`config.mk`:
```
export PLATFORM = sky130hd
export DESIGN_NAME = mcd_codec
export DESIGN_NICKNAME = d
export VERILOG_FILES = /design/src/shared/mcd_pkg.sv /design/src/rtl/mcd_codec.sv /design/src/rtl/mcd_fifo.sv /design/src/rtl/mcd_noise_filter.sv
export SDC_FILE = /design/constraint.sdc
export NUM_CORES = 1
export LEC_CHECK = 0
export BUFFER_PORTS_ARGS = -buffer_cell sky130_fd_sc_hd__buf_2
export CAP_MARGIN = 40
export CORE_AREA = 4 4 131 133
export CTS_BUF_LIST = sky130_fd_sc_hd__clkbuf_8
export DETAILED_ROUTE_END_ITERATION = 8
export DIE_AREA = 0 0 135 137
export GPL_ROUTABILITY_DRIVEN = 0
export PLACE_DENSITY = 0.82
export SLEW_MARGIN = 40
export SYNTH_ARGS = -nofsm -noshare
export SYNTH_HDL_FRONTEND = slang
export SYNTH_SLANG_ARGS = --single-unit
```
`constraint.sdc`:
```
create_clock -name clk -period 9.9 [get_ports clk]
set_clock_uncertainty 0.15 [all_clocks]
set_input_delay 0.495 -clock clk [delete_from_list [all_inputs] [get_ports clk]]
set_output_delay 0.495 -clock clk [all_outputs]
set_load 0.01 [all_outputs]
```
`src/shared/mcd_pkg.sv`:
```
// Constants and carriers for the Manchester codec block.
// Assumes a single 200 MHz clock and synchronous inputs sampled on it.
package mcd_pkg;

  // ----------------------------------------------------------------
  // Clock and bit timing
  // ----------------------------------------------------------------
  localparam int CLK_MHZ   = 200;
  localparam int OSC_MHZ   = 20;
  localparam int DATA_MHZ  = 10;
  localparam int OSC_CYC   = CLK_MHZ / OSC_MHZ;
  localparam int BIT_CYC   = CLK_MHZ / DATA_MHZ;
  localparam int HALF_CYC  = BIT_CYC / 2;
  localparam int QTR_CYC   = BIT_CYC / 4;
  // Quarter bit into a cell, measured from the cell centre
  localparam int SAMP_CYC  = HALF_CYC + QTR_CYC;

  // ----------------------------------------------------------------
  // Receive timers, times in ns
  // ----------------------------------------------------------------
  localparam int CRS_OFF_NS  = 150;
  localparam int CRS_OFF_CYC = (CRS_OFF_NS * CLK_MHZ) / 1000;
  localparam int HOLD_NS     = 200;
  localparam int HOLD_CYC    = (HOLD_NS * CLK_MHZ + 999) / 1000;
  localparam int NOISE_NS    = 15;
  localparam int NOISE_CYC   = (NOISE_NS * CLK_MHZ + 999) / 1000;
  localparam int ACQ_GAP     = 2 * BIT_CYC;
  localparam int ACQ_TOL     = QTR_CYC - 1;

  // ----------------------------------------------------------------
  // Phase accumulator, fixed point with PH_FB fraction bits
  // ----------------------------------------------------------------
  localparam int PH_FB      = 4;
  localparam int PH_ONE     = 1 << PH_FB;
  localparam int PH_WRAP    = BIT_CYC * PH_ONE;
  localparam int PH_W       = 9;
  localparam int TRK_WIN    = (QTR_CYC - 1) * PH_ONE;
  localparam int CORR_MUL   = 3;
  localparam int CORR_SH    = 5;
  localparam int CNT_W      = 7;
  localparam int FIFO_DEPTH = 4;

  typedef enum logic [1:0] {MCD_IDLE, MCD_HUNT, MCD_GAP, MCD_LOCK} mcd_rx_st_t;

  typedef struct packed {
    logic p;
    logic n;
  } mcd_tx_diff_t;

  typedef struct packed {
    logic rx_recovered_clock;
    logic rx_recovered_data;
    logic rx_carrier_sense;
    logic rx_overflow;
  } mcd_rx_out_t;

endpackage

```
`src/rtl/mcd_codec.sv`:
```
// Manchester encoder and decoder between the MAC and the medium pairs.
// Assumes a 200 MHz clk; osc_input and all pins are synchronous to it.
//
// Overview of operation
// (RULE1) Bit clock is the 20 MHz reference divided by two, shared by receive.
// (RULE2) Transmit data and request are registered at each bit start.
// (RULE3) While requested, every bit is Manchester coded back to back.
// (RULE4) Without request the pair idles at zero or logical high per select.
// (RULE5) Acquisition starts after carrier is accepted and needs a 1010 pattern.
// (RULE6) Idle phase follows transmit clock; locks to second zero within 4 bits.
// (RULE7) Recovered clock starts a quarter bit into cell 5, data a quarter bit into cell 6.
// (RULE8) Recovered data rests high while idle with no recovered clock.
// (RULE9) First clock edge samples bit 5; it appears on data in cell 6.
// (RULE10) Sample a quarter bit into each cell; present at next recovered clock.
// (RULE11) Phase correction per cell is at most 10% of the measured error.
// (RULE12) Carrier sense drops 1 to 2 bit times after the last edge of either direction.
// (RULE13) Last bit still delivered; nothing delivered after the message end.
// (RULE14) After carrier drops, reassertion is blocked for at least 2 bit times.
// (RULE15) Short noise pulses are filtered before carrier detect and decoding.
// (RULE16) Mid-cell rising edge is a one, falling edge a zero.
`timescale 1ns/1ps
module mcd_codec #(
  parameter int NOISE_W = mcd_pkg::NOISE_CYC,
  parameter int DEPTH   = mcd_pkg::FIFO_DEPTH
) (
  // Clock and reset
  input  wire logic         clk,
  input  wire logic         rst,
  // Reference and mode
  input  wire logic         osc_input,
  input  wire logic         tx_idle_select,
  // Controller transmit side
  input  wire logic         tx_serial_data_in,
  input  wire logic         tx_request,
  // Controller receive side
  input  wire logic         rx_ready,
  output mcd_pkg::mcd_rx_out_t rx_out,
  // Medium
  input  wire logic         rx_diff_in,
  output mcd_pkg::mcd_tx_diff_t tx_diff
);
  import mcd_pkg::*;

  // ----------------------------------------------------------------
  // State
  // ----------------------------------------------------------------
  typedef struct packed {
    logic             osc_q;
    logic             tx_half;
    logic [CNT_W-1:0] tx_pos;
    logic             tx_act;
    logic             tx_bit;
    logic             tx_p;
    logic             tx_n;
    logic             f_q;
    mcd_rx_st_t       st;
    logic [PH_W-1:0]  ph;
    logic [CNT_W-1:0] acq;
    logic             clk_en;
    logic             crs;
    logic [CNT_W-1:0] quiet;
    logic [CNT_W-1:0] hold;
    logic             rclk;
    logic             rdata;
    logic             ovf;
  } mcd_st_t;

  mcd_st_t          s_r;
  mcd_st_t          s_nxt;
  logic             filt;
  logic             osc_rise;
  logic             bit_start;
  logic             f_rise;
  logic             f_fall;
  logic             tick;
  logic             cen_edge;
  logic             drop;
  logic [4:0]       ph_int;
  logic [4:0]       nph_int;
  int               err;
  int               corr;
  int               ph_acc;
  logic             fifo_in_ready;
  logic             fifo_out_valid;
  logic             fifo_out_ready;
  logic             fifo_dout;

  // ----------------------------------------------------------------
  // Phase helpers
  // ----------------------------------------------------------------
  // Signed distance of a phase from the cell centre
  function automatic int ph_err(input logic [PH_W-1:0] p);
    int v;
    v = int'(p);
    return (v < PH_WRAP / 2) ? v : v - PH_WRAP;
  endfunction

  // Loop gain 3/32 stays under one tenth of the error
  // Rounds toward zero; a floored shift overshoots small negative errors
  function automatic int ph_corr(input int e);
    int m;
    m = (((e < 0) ? -e : e) * CORR_MUL) >>> CORR_SH;
    return (e < 0) ? -m : m;
  endfunction

  function automatic logic [4:0] ph_whole(input logic [PH_W-1:0] p);
    return p[PH_W-1:PH_FB];
  endfunction

  function automatic int iabs(input int v);
    return (v < 0) ? -v : v;
  endfunction

  // ----------------------------------------------------------------
  // Input filter and FIFO
  // ----------------------------------------------------------------
  mcd_noise_filter #(.N(NOISE_W)) u_filt (
    .clk  (clk),
    .rst  (rst),
    .din  (rx_diff_in),
    .dout (filt)
  );

  // Decoded bits queue here so a stalled controller loses nothing short
  mcd_fifo #(.WIDTH(1), .DEPTH(DEPTH)) u_fifo (
    .clk       (clk),
    .rst       (rst),
    .flush     (drop),
    .in_valid  (tick),
    .in_ready  (fifo_in_ready),
    .in_data   (!filt),
    .out_valid (fifo_out_valid),
    .out_ready (fifo_out_ready),
    .out_data  (fifo_dout)
  );

  // ----------------------------------------------------------------
  // Event decode
  // ----------------------------------------------------------------
  assign osc_rise  = osc_input && !s_r.osc_q;
  assign bit_start = osc_rise && s_r.tx_half; // RULE1
  assign f_rise    = filt && !s_r.f_q;
  assign f_fall    = !filt && s_r.f_q;
  assign ph_int    = ph_whole(s_r.ph);
  assign err       = ph_err(s_r.ph);
  assign cen_edge  = (s_r.st == MCD_LOCK) && f_fall && (iabs(err) <= TRK_WIN);
  assign corr      = cen_edge ? ph_corr(err) : 0;
  assign ph_acc    = int'(s_r.ph) + PH_ONE - corr;
  assign nph_int   = ph_whole(PH_W'((ph_acc >= PH_WRAP) ? ph_acc - PH_WRAP : ph_acc));
  assign tick      = (s_r.st == MCD_LOCK) && (nph_int == 5'(SAMP_CYC))
                     && (ph_int != 5'(SAMP_CYC));
  assign drop      = s_r.crs && !f_rise && !f_fall
                     && (s_r.quiet >= CNT_W'(CRS_OFF_CYC - 1));
  assign fifo_out_ready = tick && s_r.clk_en && rx_ready;

  // ----------------------------------------------------------------
  // Next state
  // ----------------------------------------------------------------
  always_comb
  begin
    s_nxt = s_r;
    s_nxt.osc_q = osc_input;
    s_nxt.f_q = filt;

    // Transmit divider and encoder
    if (osc_rise)
      s_nxt.tx_half = !s_r.tx_half;
    if (bit_start)
      s_nxt.tx_pos = '0;
    else if (s_r.tx_pos != CNT_W'(BIT_CYC - 1))
      s_nxt.tx_pos = s_r.tx_pos + 1'b1;
    if (bit_start)
    begin
      s_nxt.tx_act = tx_request; // RULE2
      s_nxt.tx_bit = tx_serial_data_in; // RULE2
    end
    if (s_r.tx_act)
    begin
      s_nxt.tx_p = s_r.tx_half ? s_r.tx_bit : !s_r.tx_bit; // RULE3 RULE16
      s_nxt.tx_n = s_r.tx_half ? !s_r.tx_bit : s_r.tx_bit; // RULE16
    end
    else
    begin
      s_nxt.tx_p = tx_idle_select; // RULE4
      s_nxt.tx_n = 1'b0; // RULE4
    end

    // Carrier timers
    if (s_r.hold != '0)
      s_nxt.hold = s_r.hold - 1'b1;
    // Any edge restarts it: a 1-0-1 run leaves two bit times between rises
    if (f_rise || f_fall)
      s_nxt.quiet = '0;
    else if (s_r.quiet != '1)
      s_nxt.quiet = s_r.quiet + 1'b1;

    // Acquisition and tracking
    unique case (s_r.st)
      MCD_IDLE:
      begin
        // Free-run on the transmit bit clock, centre at mid cell
        s_nxt.ph = (s_r.tx_pos >= CNT_W'(HALF_CYC))
                   ? PH_W'((int'(s_r.tx_pos) - HALF_CYC) * PH_ONE)
                   : PH_W'((int'(s_r.tx_pos) + HALF_CYC) * PH_ONE); // RULE6
        if (f_rise && (s_r.hold == '0))
        begin
          s_nxt.crs = 1'b1; // RULE5
          s_nxt.ovf = 1'b0;
          s_nxt.st = MCD_HUNT;
        end
      end
      MCD_HUNT:
      begin
        if (f_fall)
        begin
          s_nxt.st = MCD_GAP;
          s_nxt.acq = '0;
        end
      end
      MCD_GAP:
      begin
        if (s_r.acq != '1)
          s_nxt.acq = s_r.acq + 1'b1;
        if (f_fall && (s_r.acq >= CNT_W'(ACQ_GAP - 1 - ACQ_TOL))
            && (s_r.acq <= CNT_W'(ACQ_GAP - 1 + ACQ_TOL)))
        begin
          // Second zero centre two bits after the first: 1010 seen
          s_nxt.st = MCD_LOCK; // RULE5 RULE6
          s_nxt.ph = '0;
        end
        else if (f_fall)
          s_nxt.acq = '0;
        else if (s_r.acq > CNT_W'(ACQ_GAP - 1 + ACQ_TOL))
          s_nxt.st = MCD_HUNT;
      end
      MCD_LOCK:
      begin
        // Slow loop: one cell never pulls the phase far
        s_nxt.ph = PH_W'((ph_acc >= PH_WRAP) ? ph_acc - PH_WRAP : ph_acc); // RULE11
        if (tick)
          s_nxt.clk_en = 1'b1; // RULE7 RULE9
        if (tick && !fifo_in_ready)
          s_nxt.ovf = 1'b1;
      end
    endcase

    // End of message; overrides the state machine
    if (drop)
    begin
      s_nxt.crs = 1'b0; // RULE12 RULE13
      s_nxt.st = MCD_IDLE;
      s_nxt.clk_en = 1'b0;
      s_nxt.hold = CNT_W'(HOLD_CYC); // RULE14
    end

    // Recovered clock high from the quarter point for half a bit
    s_nxt.rclk = s_nxt.clk_en && (s_nxt.st == MCD_LOCK)
                 && ((ph_whole(s_nxt.ph) >= 5'(SAMP_CYC))
                 || (ph_whole(s_nxt.ph) < 5'(QTR_CYC))); // RULE7
    if (!s_nxt.crs)
      s_nxt.rdata = 1'b1; // RULE8
    else if (fifo_out_ready && fifo_out_valid)
      s_nxt.rdata = fifo_dout; // RULE9 RULE10
  end

  always_ff @(posedge clk)
  begin
    if (rst)
    begin
      s_r <= '0;
      s_r.rdata <= 1'b1;
    end
    else
      s_r <= s_nxt;
  end

  assign tx_diff.p = s_r.tx_p;
  assign tx_diff.n = s_r.tx_n;
  assign rx_out.rx_recovered_clock = s_r.rclk;
  assign rx_out.rx_recovered_data  = s_r.rdata;
  assign rx_out.rx_carrier_sense   = s_r.crs;
  assign rx_out.rx_overflow        = s_r.ovf;

  // ----------------------------------------------------------------
  // Checks
  // ----------------------------------------------------------------
  logic [CNT_W-1:0] gap_cnt;
  logic             gap_seen;

  always_ff @(posedge clk)
  begin
    if (rst)
    begin
      gap_cnt <= '0;
      gap_seen <= 1'b0;
    end
    else if (bit_start)
    begin
      gap_cnt <= '0;
      gap_seen <= 1'b1;
    end
    else if (gap_cnt != '1)
      gap_cnt <= gap_cnt + 1'b1;
  end

  property p_bit_period;
    @(posedge clk) disable iff (rst)
    (bit_start && gap_seen) |-> (int'(gap_cnt) >= 2 * OSC_CYC - 2);
  endproperty
  a_bit_period: assert property (p_bit_period) // RULE1
    else $error("bit clock period shorter than two reference periods");

  property p_tx_latch;
    @(posedge clk) disable iff (rst)
    bit_start |=> (s_r.tx_bit == $past(tx_serial_data_in))
                  && (s_r.tx_act == $past(tx_request));
  endproperty
  a_tx_latch: assert property (p_tx_latch) // RULE2
    else $error("transmit inputs not registered at bit start");

  property p_tx_coded;
    @(posedge clk) disable iff (rst)
    s_r.tx_act |=> (tx_diff.n == !tx_diff.p);
  endproperty
  a_tx_coded: assert property (p_tx_coded) // RULE3
    else $error("active transmit pair not complementary");

  property p_tx_idle;
    @(posedge clk) disable iff (rst)
    !s_r.tx_act |=> (tx_diff.p == $past(tx_idle_select)) && !tx_diff.n;
  endproperty
  a_tx_idle: assert property (p_tx_idle) // RULE4
    else $error("idle level does not follow idle select");

  property p_lock_cause;
    @(posedge clk) disable iff (rst)
    (s_r.st != MCD_LOCK) ##1 (s_r.st == MCD_LOCK) |-> $past(s_r.st) == MCD_GAP
                                                     && s_r.crs && s_r.ph == '0;
  endproperty
  a_lock_cause: assert property (p_lock_cause) // RULE5
    else $error("lock entered without carrier and second zero");

  property p_clk_gate;
    @(posedge clk) disable iff (rst)
    (!s_r.clk_en && s_r.st != MCD_LOCK) |=> !rx_out.rx_recovered_clock;
  endproperty
  a_clk_gate: assert property (p_clk_gate) // RULE7
    else $error("recovered clock running before acquisition");

  property p_data_idle;
    @(posedge clk) disable iff (rst)
    !s_r.crs ##1 !s_r.crs |-> rx_out.rx_recovered_data;
  endproperty
  a_data_idle: assert property (p_data_idle) // RULE8
    else $error("recovered data not high while idle");

  property p_sample;
    @(posedge clk) disable iff (rst)
    tick |-> (ph_int == 5'(SAMP_CYC - 1)) && (s_r.st == MCD_LOCK);
  endproperty
  a_sample: assert property (p_sample) // RULE10
    else $error("sample taken away from the quarter point");

  property p_track_limit;
    @(posedge clk) disable iff (rst)
    cen_edge |-> (iabs(corr) * 10 <= iabs(err));
  endproperty
  a_track_limit: assert property (p_track_limit) // RULE11
    else $error("phase correction above one tenth of error");

  property p_crs_off;
    @(posedge clk) disable iff (rst)
    $fell(s_r.crs) |-> ($past(s_r.quiet) >= CNT_W'(BIT_CYC - 1))
                       && ($past(s_r.quiet) <= CNT_W'(2 * BIT_CYC - 1));
  endproperty
  a_crs_off: assert property (p_crs_off) // RULE12
    else $error("carrier dropped outside one to two bit times");

  property p_holdoff;
    @(posedge clk) disable iff (rst)
    $fell(s_r.crs) |-> (!s_r.crs && s_r.hold != '0) [*8];
  endproperty
  a_holdoff: assert property (p_holdoff) // RULE14
    else $error("carrier reasserted during hold-off");

endmodule

```
`src/rtl/mcd_fifo.sv`:
```
// Small bit FIFO with valid/ready on both sides and a flush.
// Assumes one clock and a synchronous active-high reset.
`timescale 1ns/1ps
module mcd_fifo #(
  parameter int WIDTH = 1,
  parameter int DEPTH = 4
) (
  // Clock and reset
  input  wire logic             clk,
  input  wire logic             rst,
  input  wire logic             flush,
  // Fill side
  input  wire logic             in_valid,
  output logic                  in_ready,
  input  wire logic [WIDTH-1:0] in_data,
  // Drain side
  output logic                  out_valid,
  input  wire logic             out_ready,
  output logic [WIDTH-1:0]      out_data
);
  localparam int AW = $clog2(DEPTH);

  typedef struct packed {
    logic [DEPTH-1:0][WIDTH-1:0] mem;
    logic [AW-1:0]               wp;
    logic [AW-1:0]               rp;
    logic [AW:0]                 cnt;
  } mcd_fifo_st_t;

  mcd_fifo_st_t s_r;
  mcd_fifo_st_t s_nxt;
  logic         push;
  logic         pop;

  assign in_ready  = (s_r.cnt != (AW+1)'(DEPTH));
  assign out_valid = (s_r.cnt != '0);
  assign out_data  = s_r.mem[s_r.rp];
  assign push      = in_valid && in_ready;
  assign pop       = out_valid && out_ready;

  always_comb
  begin
    s_nxt = s_r;
    if (push)
    begin
      s_nxt.mem[s_r.wp] = in_data;
      s_nxt.wp = (s_r.wp == AW'(DEPTH-1)) ? '0 : s_r.wp + 1'b1;
    end
    if (pop)
      s_nxt.rp = (s_r.rp == AW'(DEPTH-1)) ? '0 : s_r.rp + 1'b1;
    s_nxt.cnt = s_r.cnt + (AW+1)'(push) - (AW+1)'(pop);
    // Flush wins so nothing survives past the end of a frame
    if (flush)
    begin
      s_nxt.wp = '0;
      s_nxt.rp = '0;
      s_nxt.cnt = '0;
    end
  end

  always_ff @(posedge clk)
  begin
    if (rst)
      s_r <= '0;
    else
      s_r <= s_nxt;
  end

endmodule

```
`src/rtl/mcd_noise_filter.sv`:
```
// Pulse-width filter for the receive comparator output.
// Assumes the input is already synchronous to clk.
`timescale 1ns/1ps
module mcd_noise_filter #(
  parameter int N = 3
) (
  // Clock and reset
  input  wire logic clk,
  input  wire logic rst,
  // Raw and filtered level
  input  wire logic din,
  output logic      dout
);
  typedef struct packed {
    logic [7:0] cnt;
    logic       q;
  } mcd_nf_st_t;

  mcd_nf_st_t s_r;
  mcd_nf_st_t s_nxt;

  assign dout = s_r.q;

  // A level must hold N cycles before it passes; shorter spikes vanish
  always_comb
  begin
    s_nxt = s_r;
    if (din == s_r.q)
      s_nxt.cnt = '0;
    else if (s_r.cnt == 8'(N - 1))
    begin
      s_nxt.q = din; // RULE15
      s_nxt.cnt = '0;
    end
    else
      s_nxt.cnt = s_r.cnt + 8'h01;
  end

  always_ff @(posedge clk)
  begin
    if (rst)
      s_r <= '0;
    else
      s_r <= s_nxt;
  end

endmodule

```
==> results of run 1 <==
## final cells by class
cell class	count	area share (%)
multi-input combinational	1030	75.8
sequential	71	15.3
tap	216	2.91
inverter	56	2.26
timing repair buffer	23	1.51
clock buffer	10	1.48
clock inverter	6	0.647
## timing repair
item	4_1_cts	5_1_grt
hold buffers	0	0
buffers inserted	0	2
endpoints found under the setup margin	0	3
gates resized for setup	0	14
## synthesized netlist by cell type, types with 5 or more instances
| library cell | count | area share [%] |
|---|---|---|
| a211oi_1 | 13 | 1.1 |
| buf_2 | 6 | 0.35 |
| nand4_1 | 25 | 1.8 |
| nor3b_1 | 10 | 0.87 |
| nand3_1 | 38 | 2.2 |
| a211o_1 | 9 | 0.91 |
| nand3b_1 | 10 | 0.87 |
| a31oi_1 | 13 | 0.94 |
| o31ai_1 | 10 | 0.87 |
| o2111ai_1 | 5 | 0.51 |
| xnor2_1 | 49 | 5.0 |
| o21bai_1 | 6 | 0.52 |
| o21ai_0 | 49 | 2.8 |
| o41ai_1 | 5 | 0.51 |
| or2_2 | 9 | 0.65 |
| o21ai_1 | 5 | 0.29 |
| mux2i_1 | 20 | 2.3 |
| a21o_1 | 19 | 1.7 |
| xor2_1 | 34 | 3.5 |
| o31a_1 | 5 | 0.51 |
| nand2b_1 | 10 | 0.73 |
| o21a_1 | 12 | 1.0 |
| buf_4 | 7 | 0.61 |
| o211ai_1 | 15 | 1.3 |
| nor2b_1 | 12 | 0.87 |
| and2_1 | 8 | 0.58 |
| nand2_1 | 88 | 3.8 |
| clkbuf_1 | 37 | 1.6 |
| nor4_1 | 8 | 0.58 |
| and4_1 | 8 | 0.81 |
| dfxtp_1 | 71 | 16 |
| a21oi_1 | 94 | 5.5 |
| inv_1 | 56 | 2.4 |
| nor2_1 | 123 | 5.4 |
| and3_1 | 18 | 1.3 |
| or3_1 | 9 | 0.65 |
| ha_1 | 106 | 15 |
| nor3_1 | 41 | 2.4 |
## cells in the final DEF (no fill, tap or decap), drive strengths merged, types with 19 or more instances in the layout
cell type / count
inv: 58
ha: 106
o21ai: 54
mux2i: 20
conb: 63
nand4: 26
xnor2: 49
xor2: 34
dfxtp: 71
a21o: 19
buf: 23
nor2: 123
nand2: 88
nand3: 39
a21oi: 95
nor3: 42
## kinds of logic after synthesis
kind of cell,share of synthesized area (%)
flops,16.5
other cells,0.0871
compound gates,24.7
xor+xnor,8.43
buf+inv,5.24
fa+ha+maj,16.1
simple gates,26.1
mux,2.97
## sequential cells by signal, indices dropped and copies added, names as in the netlist
name	flops
ph_int	5
rx_out	4
s_r	40
tx_diff	2
u_fifo.s_r	11
u_filt.dout	1
u_filt.s_r	8
## power by group through the flow
stage / sequential (uW) / combinational, uW / clock (uW)
5_1_grt: 331 / 656 / 249
3_5_place_dp: 334 / 534 / 0
4_1_cts: 328 / 538 / 237
3_3_place_gp: 333 / 526 / 0
2_1_floorplan: 326 / 469 / 0
6_report: 328 / 588 / 231
## layer usage
metal	GRT usage, %	up-vias	part of all wire [%]	routed length, um
met1	29.9	3929	45	9220
met2	37.7	258	47	9560
met4	4.87	0	2.0	403
met3	3.53	48	6.3	1290
li1	-	4228	-	-
met5	0	-	0	0
## worst paths after layout
path / startpoint / to / slack, ns / depth (start not counted)
setup / recovery: s_r[27] / u_fifo.s_r[2] / 0.65 / 43
hold / removal: osc_input / s_r[50] / 0.22 / 2
setup reg to reg: s_r[27] / u_fifo.s_r[2] / 0.65 / 43
hold reg to reg: u_filt.s_r[1] / u_filt.s_r[1] / 0.32 / 1
## worst max-delay path: cells and delay by family, from the launching register on
kind	cells	cell delay, ns
flip-flops	1	0.45
AO/OA/AOI/OAI	13	2.82
AND/OR/NAND/NOR	13	2.59
adder cells (fa/ha/maj)	7	1.88
buffers and inverters	6	0.61
multiplexers	1	0.18
XOR/XNOR	3	0.44
## metrics by stage
step / worst slack (ns) / instances / power, uW / TNS [ns]
floorplan: 0.623 / 1210 / 795 / 0
global placement: 0.624 / 1394 / 859 / 0
detailed placement: 0.359 / 1394 / 867 / 0
CTS: 0.302 / 1410 / 1100 / 0
global route: -0.0326 / 1412 / 1240 / -0.0326
finish: 0.650 / 1412 / 1150 / 0
==> qor.csv, run 1 <==
stage,metric,value,unit
status,outcome,"complete, no violations",
finish,Area Growth Syn to Fin,7.72,%
synth,mapped cell area,8620,um^2
sta,Max Fclk,108,MHz
floorplanning,core footprint,15800,um^2
pwr,peak supply drop,0.0000906,V
global_routing,Congestion Overflow GR,0,
place,Detailed Place HPWL,16100,um
cts,TritonCTS Buffers,9,
floorplanning,# rows,46,
routing,DRC,0,
routing,DR WL/cell,14.5,um
setup_path,CP max stage delay,0.68,ns
place,placed cell area,9030,um^2
job,Max Cap Viol,0,
routing,antenna-violating nets left,0,
pwr,PD cells,124,nW/um^2
floorplanning,# IOs,14,
sta,Worst Tran Pin Value,0.786,ns
routing,Vias,8463,
hold_path,Hold Path Class,primary input to flip-flop,
sta,final setup vio count,0,
floorplanning,Die Span Y,137,um
global_routing,largest net degree at the start of global routing,36,
cts,CTS Sinks,71,
setup_path,Setup crit end kind,flip-flop,
synth,Yosys cell types,91,
global_routing,first-pass GRT wire length,34900,um
finish,final core occ,58.7,%
pwr,Combinational Power Share,51.3,%
finish,Register Area,1430,um^2
setup_path,Max Fanout on Critical Path,10,
pwr,switch share,42.8,%
synth,number of enable flip-flop cells after synthesis,0,
routing,drt initial violations,677,
floorplanning,Die Area,18500,um^2
sta,minimum clock period after layout,9.25,ns
synth,Synth Area per Inst,7.51,um^2
global_routing,Overall Global Routing Usage,22.2,%
cts,"Clk Latency, worst-skew pair",0.35,ns
routing,drt first pass iters,5,
synth,synth warn,0,
cts,clk slew on worst S/H paths,0.08,ns
synth,Gate Count Post-Synth,1149,
setup_path,CP max stage cell,o311ai_1,
finish,fraction of layout cells with a size suffix above 1,6.86,%
finish,fill count,1413,
routing,routed wire length,20500,um
finish,Multi-input gate area,7050,um^2
synth,register bit total from synthesis,71,
finish,Nets,1308,
synth,main flop type after synthesis,dfxtp_1,
setup_path,type of the worst setup path,flip-flop to flip-flop,
routing,post-DR vias/cell,5.99,
pwr,Clock Power Share,20.1,%
global_routing,initial antenna violation count,0,
cts,maximum clock path buffer count,2,
pwr,Sw Pwr,491,uW
cts,H-tree Lvls,3,
setup_path,crit path DAT,9.31,ns
sta,Pins Over Slew Limit,0,
sta,endpoints failing hold,0,
sta,Hold Slack,0.216,ns
finish,post-route cell area,9290,um^2
setup_path,most frequent cell on the critical path,ha_1,
pwr,Power Internal,657,uW
place,Port Buffers,13,
finish,number of antenna diodes,0,
global_routing,vias in the first global route,7555,
floorplanning,Initial Util,54.5,%
pwr,sequential group share of total power,28.6,%
cts,CTS tree,built,
sta,slew margin rel.,46.7,%
pwr,P_leak,0.00405,uW
cts,Root Driver,clkbuf_8,
synth,post-synthesis sequential area ratio,16.5,%
sta,final period utilization,93.4,%
setup_path,Startpoint Class,flip-flop,
setup_path,worst path required time,9.96,ns
floorplanning,die width,135,um
synth,"FFs w/ async S/R, synth",0,%
Note: power is estimated with default switching activity, not from simulation.
==> run 2, diff against run 1 <==
- MAX_ROUTING_LAYER: not set -> met4
==> qor.csv, run 2 (same netlist as run 1, synthesis figures left out) <==
stage,metric,value,unit
finish,fraction of layout cells with a size suffix above 1,6.86,%
floorplanning,die width,135,um
floorplanning,core footprint,15800,um^2
sta,Worst Tran Pin Value,0.759,ns
finish,Nets,1308,
finish,Area Growth Syn to Fin,7.73,%
cts,number of hold buffers added after cts,0,
routing,DR WL/cell,14.6,um
setup_path,crit path DAT,9.27,ns
finish,Register Area,1430,um^2
floorplanning,# IOs,14,
finish,Largest Register,s_r,
global_routing,Congestion Overflow GR,0,
sta,final setup vio count,0,
sta,Hold Slack,0.213,ns
sta,final period utilization,93.0,%
finish,highest-count cells in the layout ignoring fill and taps,"122 x nor2_1, 106 x ha_1, 92 x a21oi_1",
pwr,PD cells,124,nW/um^2
status,outcome,"complete, no violations",
cts,Root Driver,clkbuf_8,
global_routing,vias in the first global route,7567,
cts,"Clk Latency, worst-skew pair",0.35,ns
place,Detailed Place HPWL,16100,um
finish,post-route cell area,9290,um^2
sta,Max Fclk,109,MHz
setup_path,worst setup path endpoint,u_fifo.s_r[2],
routing,drt first pass iters,5,
setup_path,worst reg2reg setup slack,0.69,ns
routing,Vias,8451,
cts,clk slew on worst S/H paths,0.08,ns
floorplanning,Initial Util,54.5,%
setup_path,type of the worst setup path,flip-flop to flip-flop,
global_routing,initial antenna violation count,0,
place,Port Buffers,13,
setup_path,most frequent cell on the critical path,ha_1,
setup_path,worst path required time,9.96,ns
pwr,peak supply drop,0.0000906,V
cts,TritonCTS Buffers,9,
setup_path,worst setup path start,ph_int[1],
place,placed cell area,9030,um^2
finish,number of antenna diodes,0,
floorplanning,Die Span Y,137,um
setup_path,CP max stage delay,0.53,ns
global_routing,largest net degree at the start of global routing,36,
routing,antenna-violating nets left,0,
setup_path,r2r worst-path depth,44,
finish,Multi-input gate area,7050,um^2
cts,CTS Sinks,71,
finish,max reg flops,40,
job,Max Cap Viol,0,
routing,post-DR vias/cell,5.99,
sta,slew margin rel.,48.6,%
cts,H-tree Lvls,3,
finish,"most common cell after layout, fill and taps aside",nor2_1,
global_routing,Overall Global Routing Usage,22.9,%
sta,Pins Over Slew Limit,0,
sta,minimum clock period after layout,9.21,ns
global_routing,first-pass GRT wire length,34900,um
floorplanning,Die Area,18500,um^2
finish,top flop regs,"s_r x40, u_fifo.s_r x11, u_filt.s_r x8",
cts,maximum clock path buffer count,2,
floorplanning,# rows,46,
routing,routed wire length,20600,um
pwr,P_leak,0.00406,uW
setup_path,Max Fanout on Critical Path,11,
setup_path,CP max stage cell,dfxtp_1,
routing,drt initial violations,681,
setup_path,Crit Reg-Reg Startpoint,ph_int[1],
routing,DRC,0,
setup_path,Setup crit end kind,flip-flop,
setup_path,Critical R2R Capture,u_fifo.s_r[2],
cts,CTS tree,built,
setup_path,Startpoint Class,flip-flop,
hold_path,Hold Path Class,primary input to flip-flop,
finish,fill count,1416,
sta,endpoints failing hold,0,
## run 2: cell counts in the layout (fill, tap and decap cells not counted)
Identical to the previous run, type by type.
## run 2: layer usage
layer / global-route usage [%] / vias to the layer above / part of all wire [%]
li1: - / 4236 / -
met2: 37.7 / 237 / 47
met5: - / - / 0
met4: 4.87 / 0 / 1.5
met3: 3.42 / 41 / 6.2
met1: 30.0 / 3937 / 45
## run 2: final cells by class
cell class | count | share of cell area (%)
multi-input cells | 1030 | 75.9
flip-flops and latches | 71 | 15.3
well taps | 216 | 2.91
inverters | 56 | 2.26
repair buffers | 23 | 1.51
clock buffers | 10 | 1.48
clock inverters | 6 | 0.646
## run 2: what timing repair did
action                     4_1_cts  5_1_grt
setup buffers                    0        2
resized for setup                0       14
setup endpoints to repair        0        3
## run 2: critical path, delay by kind of cell, from the launching register on
family	cells	cell delay (ns)
multiplexers	1	0.18
AND/OR/NAND/NOR	14	2.80
buffers and inverters	8	0.89
flip-flops	1	0.53
XOR/XNOR	4	0.72
AO/OA/AOI/OAI	10	1.69
adder cells (fa/ha/maj)	7	2.12
## run 2: where the power goes
part	switching [uW]	internal (uW)	leakage [uW]
combinational	360	229	0.00337
sequential	23.1	305	0.000578
clock	109	122	0.000104
## run 2: how the worst min path moves through the flow
stage	start	end	slack, ns	depth (start not counted)
4_1_cts	osc_input	s_r[50]	0.20	2
6_report	osc_input	s_r[50]	0.21	2
2_1_floorplan	u_filt.s_r[1]	u_filt.s_r[1]	0.28	1
3_3_place_gp	u_filt.s_r[1]	u_filt.s_r[1]	0.30	1
5_1_grt	tx_serial_data_in	s_r[40]	0.23	3
3_5_place_dp	u_filt.s_r[1]	u_filt.s_r[1]	0.31	1
## run 2: stage by stage
step | TNS [ns] | utilization [%] | std cells | worst slack (ns) | power [uW]
global placement | 0 | 57.0 | 1394 | 0.624 | 859
finish | 0 | 58.7 | 1412 | 0.692 | 1150
CTS | 0 | 58.3 | 1410 | 0.302 | 1100
global route | -0.0362 | 58.7 | 1412 | -0.0362 | 1240
floorplan | 0 | - | 1210 | 0.623 | 795
detailed placement | 0 | 57.0 | 1394 | 0.359 | 867
